<file path="config.mk">
export PLATFORM = sky130hd
export DESIGN_NAME = i2c_master_sequencer
export DESIGN_NICKNAME = d
export VERILOG_FILES = /design/src/i2c_seq_pkg.sv /design/src/baud_counter.sv /design/src/i2c_master_sequencer.sv /design/src/pin_sync.sv
export SDC_FILE = /design/constraint.sdc
export NUM_CORES = 1
export LEC_CHECK = 0
export ABC_AREA = 1
export BUFFER_PORTS_ARGS = -buffer_cell sky130_fd_sc_hd__buf_4
export CORE_ASPECT_RATIO = 0.5
export CORE_MARGIN = 2
export CORE_UTILIZATION = 62
export CTS_BUF_LIST = sky130_fd_sc_hd__clkbuf_4 sky130_fd_sc_hd__clkbuf_8 sky130_fd_sc_hd__clkbuf_16
export CTS_CLUSTER_DIAMETER = 100
export DETAILED_ROUTE_END_ITERATION = 6
export HOLD_SLACK_MARGIN = 0.12
export PLACE_DENSITY = 0.86
export SLEW_MARGIN = 20
export SYNTH_ARGS = -nofsm -noshare
export SYNTH_HDL_FRONTEND = slang
export SYNTH_SLANG_ARGS = --single-unit
</file>
<file path="constraint.sdc">
create_clock -name pclk -period 4.85 [get_ports pclk]
set_clock_uncertainty 0.15 [all_clocks]
set_input_delay 1.455 -clock pclk [delete_from_list [all_inputs] [get_ports pclk]]
set_output_delay 1.455 -clock pclk [all_outputs]
set_load 0.05 [all_outputs]
</file>
<file path="src/i2c_seq_pkg.sv">
// Purpose: shared constants for the i2c master sequencer
// Assumes: pclk at 40 MHz, instruction cycle of four pclk periods
// Notes:   register map sits on APB, one aligned 32-bit word each
package i2c_seq_pkg;
  localparam int CLK_PERIOD_NS      = 25;
  localparam int CLKS_PER_TCY       = 4;
  localparam int BAUD_DECS_PER_TCY  = 2;
  localparam int BAUD_TICK_CYCLES   = CLKS_PER_TCY / BAUD_DECS_PER_TCY;
  localparam int WRITE_COLLISION_FLAG_WINDOW_TCY    = 2;
  localparam logic [3:0] WRITE_COLLISION_FLAG_WINDOW_CYCLES = 4'(WRITE_COLLISION_FLAG_WINDOW_TCY * CLKS_PER_TCY);

  localparam logic [7:0] CTRL_OFS   = 8'h00;
  localparam logic [7:0] STATUS_OFS = 8'h04;
  localparam logic [7:0] TBUF_OFS   = 8'h08;
  localparam logic [7:0] RELOAD_OFS = 8'h0c;
  localparam logic [7:0] FLAGS_OFS  = 8'h10;

  localparam int START_BIT   = 0;
  localparam int RESTART_BIT = 1;
  localparam int STOP_BIT    = 2;
  localparam int RECV_BIT    = 3;
  localparam int ACKSEQ_BIT  = 4;
  localparam int ACKVAL_BIT  = 5;
  localparam int ACKRCV_BIT  = 6;

  localparam int BF_BIT      = 0;
  localparam int SSEEN_BIT   = 3;
  localparam int PSEEN_BIT   = 4;

  localparam int WRITE_COLLISION_FLAG_BIT    = 0;
  localparam int OVF_BIT     = 1;
  localparam int BCOL_BIT    = 2;
  localparam int EVT_BIT     = 3;

  localparam logic [6:0] RELOAD_RST = 7'h09;
  localparam logic [7:0] TBUF_RST   = 8'h00;
  localparam logic [5:0] CTRL_RST   = 6'h00;
endpackage

</file>
<file path="src/baud_counter.sv">
// Purpose: reloadable down counter pacing the bus
// Assumes: load and run come from logic on pclk
// Notes:   stops at zero until loaded again
`timescale 1ns/100ps
`default_nettype none
module baud_counter #(
  parameter int TICK_CYCLES = i2c_seq_pkg::BAUD_TICK_CYCLES
) (
  // clock and reset
  input  wire logic       pclk,
  input  wire logic       presetn,
  // control
  input  wire logic       load,
  input  wire logic       run,
  input  wire logic [6:0] reload_value,
  // status
  output logic            zero
);
  typedef struct packed {
    logic [3:0] pre;
    logic [6:0] cnt;
  } baud_t;

  baud_t s_r;
  baud_t s_nxt;

  always_comb
  begin
    s_nxt = s_r;
    if (load)
    begin
      s_nxt.cnt = reload_value;
      s_nxt.pre = 4'h0;
    end
    else if (run && s_r.cnt != 7'h00)
    begin
      if (s_r.pre == 4'(TICK_CYCLES - 1))
      begin
        s_nxt.pre = 4'h0;
        s_nxt.cnt = s_r.cnt - 7'h01;
      end
      else
        s_nxt.pre = s_r.pre + 4'h1;
    end
  end

  always_ff @(posedge pclk or negedge presetn)
  begin
    if (!presetn)
      s_r <= '0;
    else
      s_r <= s_nxt;
  end

  assign zero = (s_r.cnt == 7'h00);
endmodule
`default_nettype wire

</file>
<file path="src/i2c_master_sequencer.sv">
// Purpose: i2c master sequencing with APB register access
// Assumes: open-drain pins, enable low pulls the line low
// Notes:   one wait state on every APB access
`timescale 1ns/100ps
`default_nettype none
module i2c_master_sequencer (
  // clock and reset
  input  wire logic        pclk,
  input  wire logic        presetn,
  // apb slave
  input  wire logic        psel,
  input  wire logic        penable,
  input  wire logic        pwrite,
  input  wire logic [7:0]  paddr,
  input  wire logic [31:0] pwdata,
  output logic      [31:0] prdata,
  output logic             pready,
  output logic             pslverr,
  // serial clock pin
  input  wire logic        scl_in,
  output logic             scl_out,
  output logic             scl_oe_n,
  // serial data pin
  input  wire logic        sda_in,
  output logic             sda_out,
  output logic             sda_oe_n
);
  typedef enum logic [4:0] {
    IDLE, START_WAIT, START_HOLD,
    RS_LOW, RS_SDA, RS_REL, RS_HIGH, RS_HOLD,
    TX_LOW, TX_REL, TX_HIGH,
    RX_LOW, RX_REL, RX_HIGH,
    ACK_LOW, ACK_REL, ACK_HIGH,
    SP_LOW, SP_REL, SP_HIGH, SP_SDA, SP_END
  } seq_state_t;

  typedef struct packed {
    seq_state_t  st;
    logic [5:0]  ctl;
    logic        ack_rcvd;
    logic        bf;
    logic        start_seen;
    logic        stop_seen;
    logic        write_collision_flag;
    logic        ovf;
    logic        bcol;
    logic        evt;
    logic [7:0]  tbuf;
    logic [7:0]  shift;
    logic [6:0]  reload;
    logic [3:0]  bitcnt;
    logic        last_rx;
    logic [3:0]  wage;
    logic        sda_prev;
    logic        scl_oe_n;
    logic        sda_oe_n;
    logic        scl_out;
    logic        sda_out;
    logic        pready;
    logic        pslverr;
    logic [31:0] prdata;
  } seq_t;

  seq_t        s_r;
  seq_t        s_nxt;
  logic [1:0]  pins_s;
  logic        scl_s;
  logic        sda_s;
  logic        b_load;
  logic        b_run;
  logic        b_zero;
  logic        acc;
  logic        setup_acc;
  logic        wr;
  logic        rd;
  logic        tb_wr;
  logic        collide;
  logic        mapped;
  logic [31:0] rdw;

  pin_sync #(
    .WIDTH (2)
  ) u_sync (
    .pclk    (pclk),
    .presetn (presetn),
    .din     ({scl_in, sda_in}),
    .dout    (pins_s)
  );

  assign scl_s = pins_s[1];
  assign sda_s = pins_s[0];

  baud_counter #(
    .TICK_CYCLES (i2c_seq_pkg::BAUD_TICK_CYCLES)
  ) u_baud (
    .pclk         (pclk),
    .presetn      (presetn),
    .load         (b_load),
    .run          (b_run),
    .reload_value (s_r.reload),
    .zero         (b_zero)
  );

  always_comb
  begin
    s_nxt     = s_r;
    b_load    = 1'b0;
    b_run     = 1'b0;
    collide   = 1'b0;
    acc       = psel & penable & s_r.pready;
    setup_acc = psel & penable & ~s_r.pready;
    wr        = acc & pwrite;
    rd        = acc & ~pwrite;
    tb_wr     = wr && (paddr == i2c_seq_pkg::TBUF_OFS);
    mapped    = (paddr == i2c_seq_pkg::CTRL_OFS) || (paddr == i2c_seq_pkg::STATUS_OFS) ||
                (paddr == i2c_seq_pkg::TBUF_OFS) || (paddr == i2c_seq_pkg::RELOAD_OFS) ||
                (paddr == i2c_seq_pkg::FLAGS_OFS);
    rdw = 32'h0000_0000;
    case (paddr)
      i2c_seq_pkg::CTRL_OFS:
      begin
        rdw[5:0] = s_r.ctl;
        rdw[i2c_seq_pkg::ACKRCV_BIT] = s_r.ack_rcvd;
      end
      i2c_seq_pkg::STATUS_OFS:
      begin
        rdw[i2c_seq_pkg::BF_BIT]    = s_r.bf;
        rdw[i2c_seq_pkg::SSEEN_BIT] = s_r.start_seen;
        rdw[i2c_seq_pkg::PSEEN_BIT] = s_r.stop_seen;
      end
      i2c_seq_pkg::TBUF_OFS:   rdw[7:0] = s_r.tbuf;
      i2c_seq_pkg::RELOAD_OFS: rdw[6:0] = s_r.reload;
      i2c_seq_pkg::FLAGS_OFS:
      begin
        rdw[i2c_seq_pkg::WRITE_COLLISION_FLAG_BIT] = s_r.write_collision_flag;
        rdw[i2c_seq_pkg::OVF_BIT]  = s_r.ovf;
        rdw[i2c_seq_pkg::BCOL_BIT] = s_r.bcol;
        rdw[i2c_seq_pkg::EVT_BIT]  = s_r.evt;
      end
      default: rdw = 32'h0000_0000;
    endcase

    // apb answer one cycle after the access phase opens
    s_nxt.pready = setup_acc;
    if (setup_acc)
    begin
      s_nxt.prdata  = rdw;
      s_nxt.pslverr = ~mapped;
    end
    else
    begin
      s_nxt.pslverr = 1'b0;
    end

    // software clears flags by writing ones; hardware sets below win
    if (wr && paddr == i2c_seq_pkg::FLAGS_OFS)
    begin
      if (pwdata[i2c_seq_pkg::WRITE_COLLISION_FLAG_BIT]) s_nxt.write_collision_flag = 1'b0;
      if (pwdata[i2c_seq_pkg::OVF_BIT])  s_nxt.ovf  = 1'b0;
      if (pwdata[i2c_seq_pkg::BCOL_BIT]) s_nxt.bcol = 1'b0;
      if (pwdata[i2c_seq_pkg::EVT_BIT])  s_nxt.evt  = 1'b0;
    end
    if (wr && paddr == i2c_seq_pkg::RELOAD_OFS)
      s_nxt.reload = pwdata[6:0];
    if (wr && paddr == i2c_seq_pkg::CTRL_OFS)
    begin
      s_nxt.ctl[i2c_seq_pkg::ACKVAL_BIT] = pwdata[i2c_seq_pkg::ACKVAL_BIT];
      if (s_r.st == IDLE)
        s_nxt.ctl[4:0] = pwdata[4:0];
    end
    if (rd && paddr == i2c_seq_pkg::TBUF_OFS && s_r.last_rx)
      s_nxt.bf = 1'b0;

    // start and stop conditions seen on the bus
    s_nxt.sda_prev = sda_s;
    if (s_r.sda_prev && !sda_s && scl_s)
    begin
      s_nxt.start_seen = 1'b1;
      s_nxt.stop_seen  = 1'b0;
    end
    if (!s_r.sda_prev && sda_s && scl_s)
    begin
      s_nxt.stop_seen  = 1'b1;
      s_nxt.start_seen = 1'b0;
    end

    if (s_r.wage != i2c_seq_pkg::WRITE_COLLISION_FLAG_WINDOW_CYCLES)
      s_nxt.wage = s_r.wage + 4'h1;
    if (tb_wr && s_r.st != IDLE)
    begin
      s_nxt.write_collision_flag = 1'b1;
      if ((s_r.st == TX_LOW || s_r.st == TX_REL || s_r.st == TX_HIGH) &&
          s_r.wage != i2c_seq_pkg::WRITE_COLLISION_FLAG_WINDOW_CYCLES)
      begin
        s_nxt.tbuf  = pwdata[7:0];
        s_nxt.shift = pwdata[7:0];
      end
    end

    case (s_r.st)
      IDLE:
      begin
        if (s_r.ctl[i2c_seq_pkg::START_BIT])
        begin
          if (scl_s && sda_s)
          begin
            b_load    = 1'b1;
            s_nxt.st  = START_WAIT;
          end
          else
            collide = 1'b1;
        end
        else if (s_r.ctl[i2c_seq_pkg::RESTART_BIT])
        begin
          s_nxt.scl_oe_n = 1'b0;
          s_nxt.st       = RS_LOW;
        end
        else if (s_r.ctl[i2c_seq_pkg::STOP_BIT])
        begin
          s_nxt.sda_oe_n = 1'b0;
          b_load         = 1'b1;
          s_nxt.st       = SP_LOW;
        end
        else if (s_r.ctl[i2c_seq_pkg::RECV_BIT])
        begin
          s_nxt.scl_oe_n = 1'b0;
          s_nxt.sda_oe_n = 1'b1;
          s_nxt.bitcnt   = 4'h0;
          s_nxt.last_rx  = 1'b1;
          b_load         = 1'b1;
          s_nxt.st       = RX_LOW;
        end
        else if (s_r.ctl[i2c_seq_pkg::ACKSEQ_BIT])
        begin
          s_nxt.scl_oe_n = 1'b0;
          s_nxt.sda_oe_n = s_r.ctl[i2c_seq_pkg::ACKVAL_BIT];
          b_load         = 1'b1;
          s_nxt.st       = ACK_LOW;
        end
        else if (tb_wr)
        begin
          s_nxt.tbuf     = pwdata[7:0];
          s_nxt.shift    = pwdata[7:0];
          s_nxt.bf       = 1'b1;
          s_nxt.wage     = 4'h0;
          s_nxt.last_rx  = 1'b0;
          s_nxt.bitcnt   = 4'h0;
          s_nxt.scl_oe_n = 1'b0;
          s_nxt.sda_oe_n = pwdata[7];
          b_load         = 1'b1;
          s_nxt.st       = TX_LOW;
        end
      end
      START_WAIT:
      begin
        b_run = 1'b1;
        if (!scl_s)
          collide = 1'b1;
        else if (!sda_s || b_zero)
        begin
          s_nxt.sda_oe_n = 1'b0;
          b_load         = 1'b1;
          s_nxt.st       = START_HOLD;
        end
      end
      START_HOLD:
      begin
        b_run = 1'b1;
        if (b_zero)
        begin
          s_nxt.ctl[i2c_seq_pkg::START_BIT] = 1'b0;
          s_nxt.evt = 1'b1;
          s_nxt.st  = IDLE;
        end
      end
      RS_LOW:
      begin
        if (!scl_s)
        begin
          b_load         = 1'b1;
          s_nxt.sda_oe_n = 1'b1;
          s_nxt.st       = RS_SDA;
        end
      end
      RS_SDA:
      begin
        b_run = 1'b1;
        if (b_zero)
        begin
          if (sda_s)
          begin
            s_nxt.scl_oe_n = 1'b1;
            s_nxt.st       = RS_REL;
          end
          else
            collide = 1'b1;
        end
      end
      RS_REL:
      begin
        if (scl_s)
        begin
          if (!sda_s)
            collide = 1'b1;
          else
          begin
            b_load   = 1'b1;
            s_nxt.st = RS_HIGH;
          end
        end
      end
      RS_HIGH:
      begin
        b_run = 1'b1;
        if (!scl_s)
          collide = 1'b1;
        else if (b_zero)
        begin
          s_nxt.sda_oe_n = 1'b0;
          b_load         = 1'b1;
          s_nxt.st       = RS_HOLD;
        end
      end
      RS_HOLD:
      begin
        b_run = 1'b1;
        if (b_zero)
        begin
          s_nxt.ctl[i2c_seq_pkg::RESTART_BIT] = 1'b0;
          s_nxt.evt = 1'b1;
          s_nxt.st  = IDLE;
        end
      end
      TX_LOW, RX_LOW, ACK_LOW, SP_LOW:
      begin
        b_run = 1'b1;
        if (b_zero)
        begin
          s_nxt.scl_oe_n = 1'b1;
          s_nxt.st = (s_r.st == TX_LOW) ? TX_REL : (s_r.st == RX_LOW) ? RX_REL :
                     (s_r.st == ACK_LOW) ? ACK_REL : SP_REL;
        end
      end
      TX_REL, RX_REL, ACK_REL, SP_REL:
      begin
        if (scl_s)
        begin
          b_load   = 1'b1;
          s_nxt.st = (s_r.st == TX_REL) ? TX_HIGH : (s_r.st == RX_REL) ? RX_HIGH :
                     (s_r.st == ACK_REL) ? ACK_HIGH : SP_HIGH;
        end
      end
      TX_HIGH:
      begin
        b_run = 1'b1;
        if (s_r.sda_oe_n && !sda_s && s_r.bitcnt < 4'h8)
          collide = 1'b1;
        else if (b_zero)
        begin
          s_nxt.scl_oe_n = 1'b0;
          if (s_r.bitcnt == 4'h8)
          begin
            s_nxt.ack_rcvd = sda_s;
            s_nxt.evt      = 1'b1;
            s_nxt.st       = IDLE;
          end
          else
          begin
            s_nxt.bitcnt = s_r.bitcnt + 4'h1;
            s_nxt.shift  = {s_r.shift[6:0], 1'b0};
            if (s_r.bitcnt == 4'h7)
            begin
              s_nxt.bf       = 1'b0;
              s_nxt.sda_oe_n = 1'b1;
            end
            else
              s_nxt.sda_oe_n = s_r.shift[6];
            b_load   = 1'b1;
            s_nxt.st = TX_LOW;
          end
        end
      end
      RX_HIGH:
      begin
        b_run = 1'b1;
        if (b_zero)
        begin
          s_nxt.scl_oe_n = 1'b0;
          s_nxt.shift    = {s_r.shift[6:0], sda_s};
          s_nxt.bitcnt   = s_r.bitcnt + 4'h1;
          if (s_r.bitcnt == 4'h7)
          begin
            s_nxt.ctl[i2c_seq_pkg::RECV_BIT] = 1'b0;
            if (s_r.bf)
              s_nxt.ovf = 1'b1;
            else
              s_nxt.tbuf = {s_r.shift[6:0], sda_s};
            s_nxt.bf  = 1'b1;
            s_nxt.evt = 1'b1;
            s_nxt.st  = IDLE;
          end
          else
          begin
            b_load   = 1'b1;
            s_nxt.st = RX_LOW;
          end
        end
      end
      ACK_HIGH:
      begin
        b_run = 1'b1;
        if (b_zero)
        begin
          s_nxt.scl_oe_n = 1'b0;
          s_nxt.ctl[i2c_seq_pkg::ACKSEQ_BIT] = 1'b0;
          s_nxt.evt = 1'b1;
          s_nxt.st  = IDLE;
        end
      end
      SP_HIGH:
      begin
        b_run = 1'b1;
        if (b_zero)
        begin
          s_nxt.sda_oe_n = 1'b1;
          s_nxt.st       = SP_SDA;
        end
      end
      SP_SDA:
      begin
        if (sda_s && scl_s)
        begin
          b_load   = 1'b1;
          s_nxt.st = SP_END;
        end
      end
      SP_END:
      begin
        b_run = 1'b1;
        if (b_zero)
        begin
          s_nxt.ctl[i2c_seq_pkg::STOP_BIT] = 1'b0;
          s_nxt.evt = 1'b1;
          s_nxt.st  = IDLE;
        end
      end
      default: s_nxt.st = IDLE;
    endcase

    if (collide)
    begin
      s_nxt.bcol     = 1'b1;
      s_nxt.ctl[4:0] = 5'h00;
      s_nxt.scl_oe_n = 1'b1;
      s_nxt.sda_oe_n = 1'b1;
      if (!s_r.last_rx)
        s_nxt.bf = 1'b0;
      s_nxt.st = IDLE;
    end
  end

  always_ff @(posedge pclk or negedge presetn)
  begin
    if (!presetn)
    begin
      s_r          <= '0;
      s_r.st       <= IDLE;
      s_r.ctl      <= i2c_seq_pkg::CTRL_RST;
      s_r.tbuf     <= i2c_seq_pkg::TBUF_RST;
      s_r.reload   <= i2c_seq_pkg::RELOAD_RST;
      s_r.wage     <= i2c_seq_pkg::WRITE_COLLISION_FLAG_WINDOW_CYCLES;
      s_r.sda_prev <= 1'b1;
      s_r.scl_oe_n <= 1'b1;
      s_r.sda_oe_n <= 1'b1;
    end
    else
      s_r <= s_nxt;
  end

  assign prdata   = s_r.prdata;
  assign pready   = s_r.pready;
  assign pslverr  = s_r.pslverr;
  assign scl_out  = s_r.scl_out;
  assign scl_oe_n = s_r.scl_oe_n;
  assign sda_out  = s_r.sda_out;
  assign sda_oe_n = s_r.sda_oe_n;
endmodule
`default_nettype wire

</file>
<file path="src/pin_sync.sv">
// Purpose: two-stage synchroniser for pin inputs
// Assumes: inputs are asynchronous to pclk
// Notes:   first stage feeds only the second
`timescale 1ns/100ps
`default_nettype none
module pin_sync #(
  parameter int WIDTH = 2
) (
  // clock and reset
  input  wire logic             pclk,
  input  wire logic             presetn,
  // data
  input  wire logic [WIDTH-1:0] din,
  output logic      [WIDTH-1:0] dout
);
  typedef struct packed {
    logic [WIDTH-1:0] meta;
    logic [WIDTH-1:0] sync;
  } sync_t;

  sync_t s_r;
  sync_t s_nxt;

  always_comb
  begin
    s_nxt      = s_r;
    s_nxt.meta = din;
    s_nxt.sync = s_r.meta;
  end

  always_ff @(posedge pclk or negedge presetn)
  begin
    if (!presetn)
      s_r <= '1;
    else
      s_r <= s_nxt;
  end

  assign dout = s_r.sync;
endmodule
`default_nettype wire

</file>
==> results.py <==
metrics = {
    "power_and_ir_drop": {
        "p_int_mw": 1.764,
        "sw_frac_of_total": 0.4611,
        "ir_worst_vdd_mv": 0.3183,
        "leakage_nw": 2.996,
        "power.density_mw_per_mm2": 550.3,
        "clock_power_share": 0.221,
        "power.share.combinational": 0.479,
        "power_mw": 3.273,
        "p_seq_frac": 0.299,
        "switchingPower_mw": 1.509,
    },
    "timing": {
        "relSlewSlack": 0.2836,
        "grt_setup_unrepaired": "false",
        "drv_slew": 0,
        "tightestPinTransition_ps": 1065,
        "period_minus_slack_ps": 3286,
        "finalSetupViolations": 0,
        "fmax_mhz": 304.3,
        "min_period_over_period": 0.6775,
        "tns_ps": 0,
        "hold_viol": 0,
        "finalWorstSetupSlack_ps": 1564,
    },
    "logic_synthesis": {
        "synth_adder_area_share": 0.01604,
        "async_flop_share": 1.000,
        "synthTopCellsByCount": "214 x nand2_1, 71 x nor2_1, 68 x dfrtp_1, 64 x inv_1, 59 x nand3_1",
        "yosysTopAreaCellShare": 0.3117,
        "synth-xor-area-share": 0.01604,
        "avgSynthCellArea_um2": 7.288,
        "synth_cell_type_count": 51,
        "netlist_area_mm2": 0.005459,
        "ys.flop_type": "dfrtp_1",
        "yosys.cell_count.top_type": "nand2_1",
        "synth_edf_count": 0,
        "ys_ff_latch": 78,
        "yosys.area.top_type": "dfrtp_1",
        "synth_compound_area_frac": 0.1419,
        "synth_top_family_by_area": "simple AND/OR/NAND/NOR gates",
        "muxShareOfSynthArea": 0,
        "ys.warnings.count": 0,
        "ys_seq_area_frac": 0.3598,
        "synth-simple-area-share": 0.3447,
        "ys_top_cells_by_area": "dfrtp_1 31%, nand2_1 15%, nand3_1 5.4%",
        "syn-instance-count": 749,
    },
    "hold_path": {
        "holdCritStartpoint": "u_sync.s_nxt[1]",
        "whs_path_depth": 0,
        "hold_path.class": "flip-flop to flip-flop",
        "min_to": "u_sync.dout[1]",
    },
    "placed_design": {
        "dpl.cell_count": 881,
        "hpwl_um": 11110,
        "io_buffers": 34,
        "dp_worst_setup_slack_ps": 1344,
        "gp_congestion": 0.9887,
    },
    "clock_network": {
        "cts_root_buf": "clkbuf_16",
        "clockBufferDepth": 2,
        "post_cts_buffers": 0,
        "htree_num_levels": 3,
        "cts_tree": "done",
        "cts_buffers": 9,
        "clk_pin_slew_ps": 60,
        "cts_resized": 0,
        "worstSkewPairLatency_ps": 340,
        "hold_buffers": 0,
        "cts.sink_count": 78,
    },
    "critical_path": {
        "ff2ff_path_depth": 10,
        "worstSetupPathType": "primary input to flip-flop",
        "crit_top_cell": "nand3_1",
        "cpPeakStageDelay_ps": 380,
        "worstPathArrival_ps": 3340,
        "worstPathRequired_ps": 4910,
        "crit_path_max_fanout": 19,
        "worstSetupEndpointType": "flip-flop",
        "r2r_slack_ps": 1940,
        "cp_slowest_cell": "nand3_1",
        "startpoint_type": "primary input",
        "path_cells": "buf_4, nand3_1, nor2_2, nand3_1, inv_2, nand3_1, inv_2, nand2_1, o211ai_1, o221ai_1",
        "reg2reg_to": "u_baud.s_r[5]",
        "r2r_start": "u_baud.s_r[0]",
    },
    "detailed_routing": {
        "drc_errors": 0,
        "first_pass_iters": 5,
        "antenna_left": 0,
        "dr.first_iter.drc_count": 622,
        "routed_wirelength_um": 14910,
        "routedWlPerCell_um": 16.63,
        "vias": 5342,
        "via_per_inst": 5.955,
    },
    "global_routing": {
        "grt_pass1_vias": 4841,
        "grt_pass1_wl_um": 23850,
        "overflow": 0,
        "track_usage": 0.3194,
        "antenna_found_initial": 0,
        "grt_max_degree": 79,
    },
    "job": {
        "maxCapViolCount": 0,
    },
    "status": {
        "status": "completed",
    },
    "die": {
        "io_pins": 85,
        "start_util": 0.6334,
        "die_y_um": 70.35,
        "die_w_um": 136.7,
        "die-area_mm2": 0.009617,
        "rows": 24,
        "coreArea_mm2": 0.008618,
    },
    "final_layout": {
        "diodes": 0,
        "final_nets": 829,
        "fin_util": 0.6900,
        "nFillCells": 717,
        "layout-drive-gt1-share": 0.1551,
        "syn_to_final_growth_pct": 8.939,
        "stdcell_count": 897,
    },
}
## cell families (layout without fill, tap and decap cells)
kind of cell,after synthesis,in the layout
flip-flops,78,78
other,1,26
adder cells (fa/ha/maj),7,7
XOR/XNOR,10,10
AO/OA/AOI/OAI,117,117
AND/OR/NAND/NOR,407,407
buffers and inverters,129,135
## state kept, by name, indices dropped and copies added, names as in the netlist
name          count
sda_oe_n          1
pslverr           1
s_r              51
prdata            8
u_sync.s_nxt      2
pready            1
scl_oe_n          1
u_sync.dout       2
u_baud.s_r       11
## cells in the final DEF, fill, tap and decap left out, types with 5 or more instances in the layout
| master | n |
|---|---|
| nor4_1 | 5 |
| dfrtp_1 | 68 |
| nand3_2 | 5 |
| o21ai_0 | 44 |
| conb_1 | 26 |
| xor2_1 | 6 |
| o221ai_1 | 5 |
| buf_4 | 37 |
| nand4_1 | 11 |
| nor2_4 | 6 |
| a21oi_1 | 13 |
| dfstp_2 | 10 |
| o211ai_1 | 29 |
| clkbuf_16 | 9 |
| nand3_1 | 59 |
| nor2_1 | 71 |
| nor2_2 | 8 |
| nand2_2 | 7 |
| nand2_1 | 214 |
| inv_1 | 64 |
| ha_1 | 7 |
| nor3_1 | 9 |
| inv_2 | 15 |
## metal layers
| metal | routed length (µm) | vias to the layer above | global-route usage |
|---|---|---|---|
| li1 | - | 2480 | - |
| met1 | 6455 | 2474 | 0.4638 |
| met2 | 6373 | 337 | 0.4733 |
| met3 | 1739 | 51 | 0.06536 |
| met4 | 344 | 0 | 0.1100 |
| met5 | 0 | - | 0 |
## final cells by class
type	count	area (µm²)	share of cell area
timing repair buffer	37	277.8	0.04671
sequential	78	1964	0.3303
inverter	82	310.3	0.05218
clock inverter	6	86.33	0.01452
multi-input combinational	567	2929	0.4925
tap	117	146.4	0.02462
clock buffer	10	232.7	0.03913
## power groups by stage
stage | sequential (mW) | combinational (mW) | clock [mW]
5_1_grt | 1.00 | 1.75 | 0.757
4_1_cts | 0.975 | 1.54 | 0.727
3_3_place_gp | 0.978 | 1.49 | 0
6_report | 0.979 | 1.57 | 0.724
2_1_floorplan | 0.947 | 1.24 | 0
3_5_place_dp | 0.983 | 1.53 | 0
## metrics by stage
stage / hold WS (ps) / instance area, µm²
global placement: 196.0 / 5628
finish: 204.3 / 5947
global route: 213.0 / 5947
floorplan: 195.2 / 5553
CTS: 205.2 / 5947
detailed placement: 196.8 / 5628
## critical path: cells and delay by family
kind / cells / cell delay, ps
AO/OA/AOI/OAI: 2 / 260
buffers and inverters: 3 / 540
AND/OR/NAND/NOR: 5 / 1070
## worst max path at each step
stage             start      end  slack [ps]  cells past startpoint
2_1_floorplan  paddr[2]  s_r[68]        1990                     10
3_3_place_gp       psel  s_r[65]        1380                     10
3_5_place_dp   paddr[4]  s_r[65]        1340                     11
4_1_cts            psel  s_r[65]        1660                     10
5_1_grt        paddr[4]  s_r[55]        1490                     12
6_report           psel  s_r[65]        1560                     10
No activity file was read; power rests on OpenSTA's default activity.
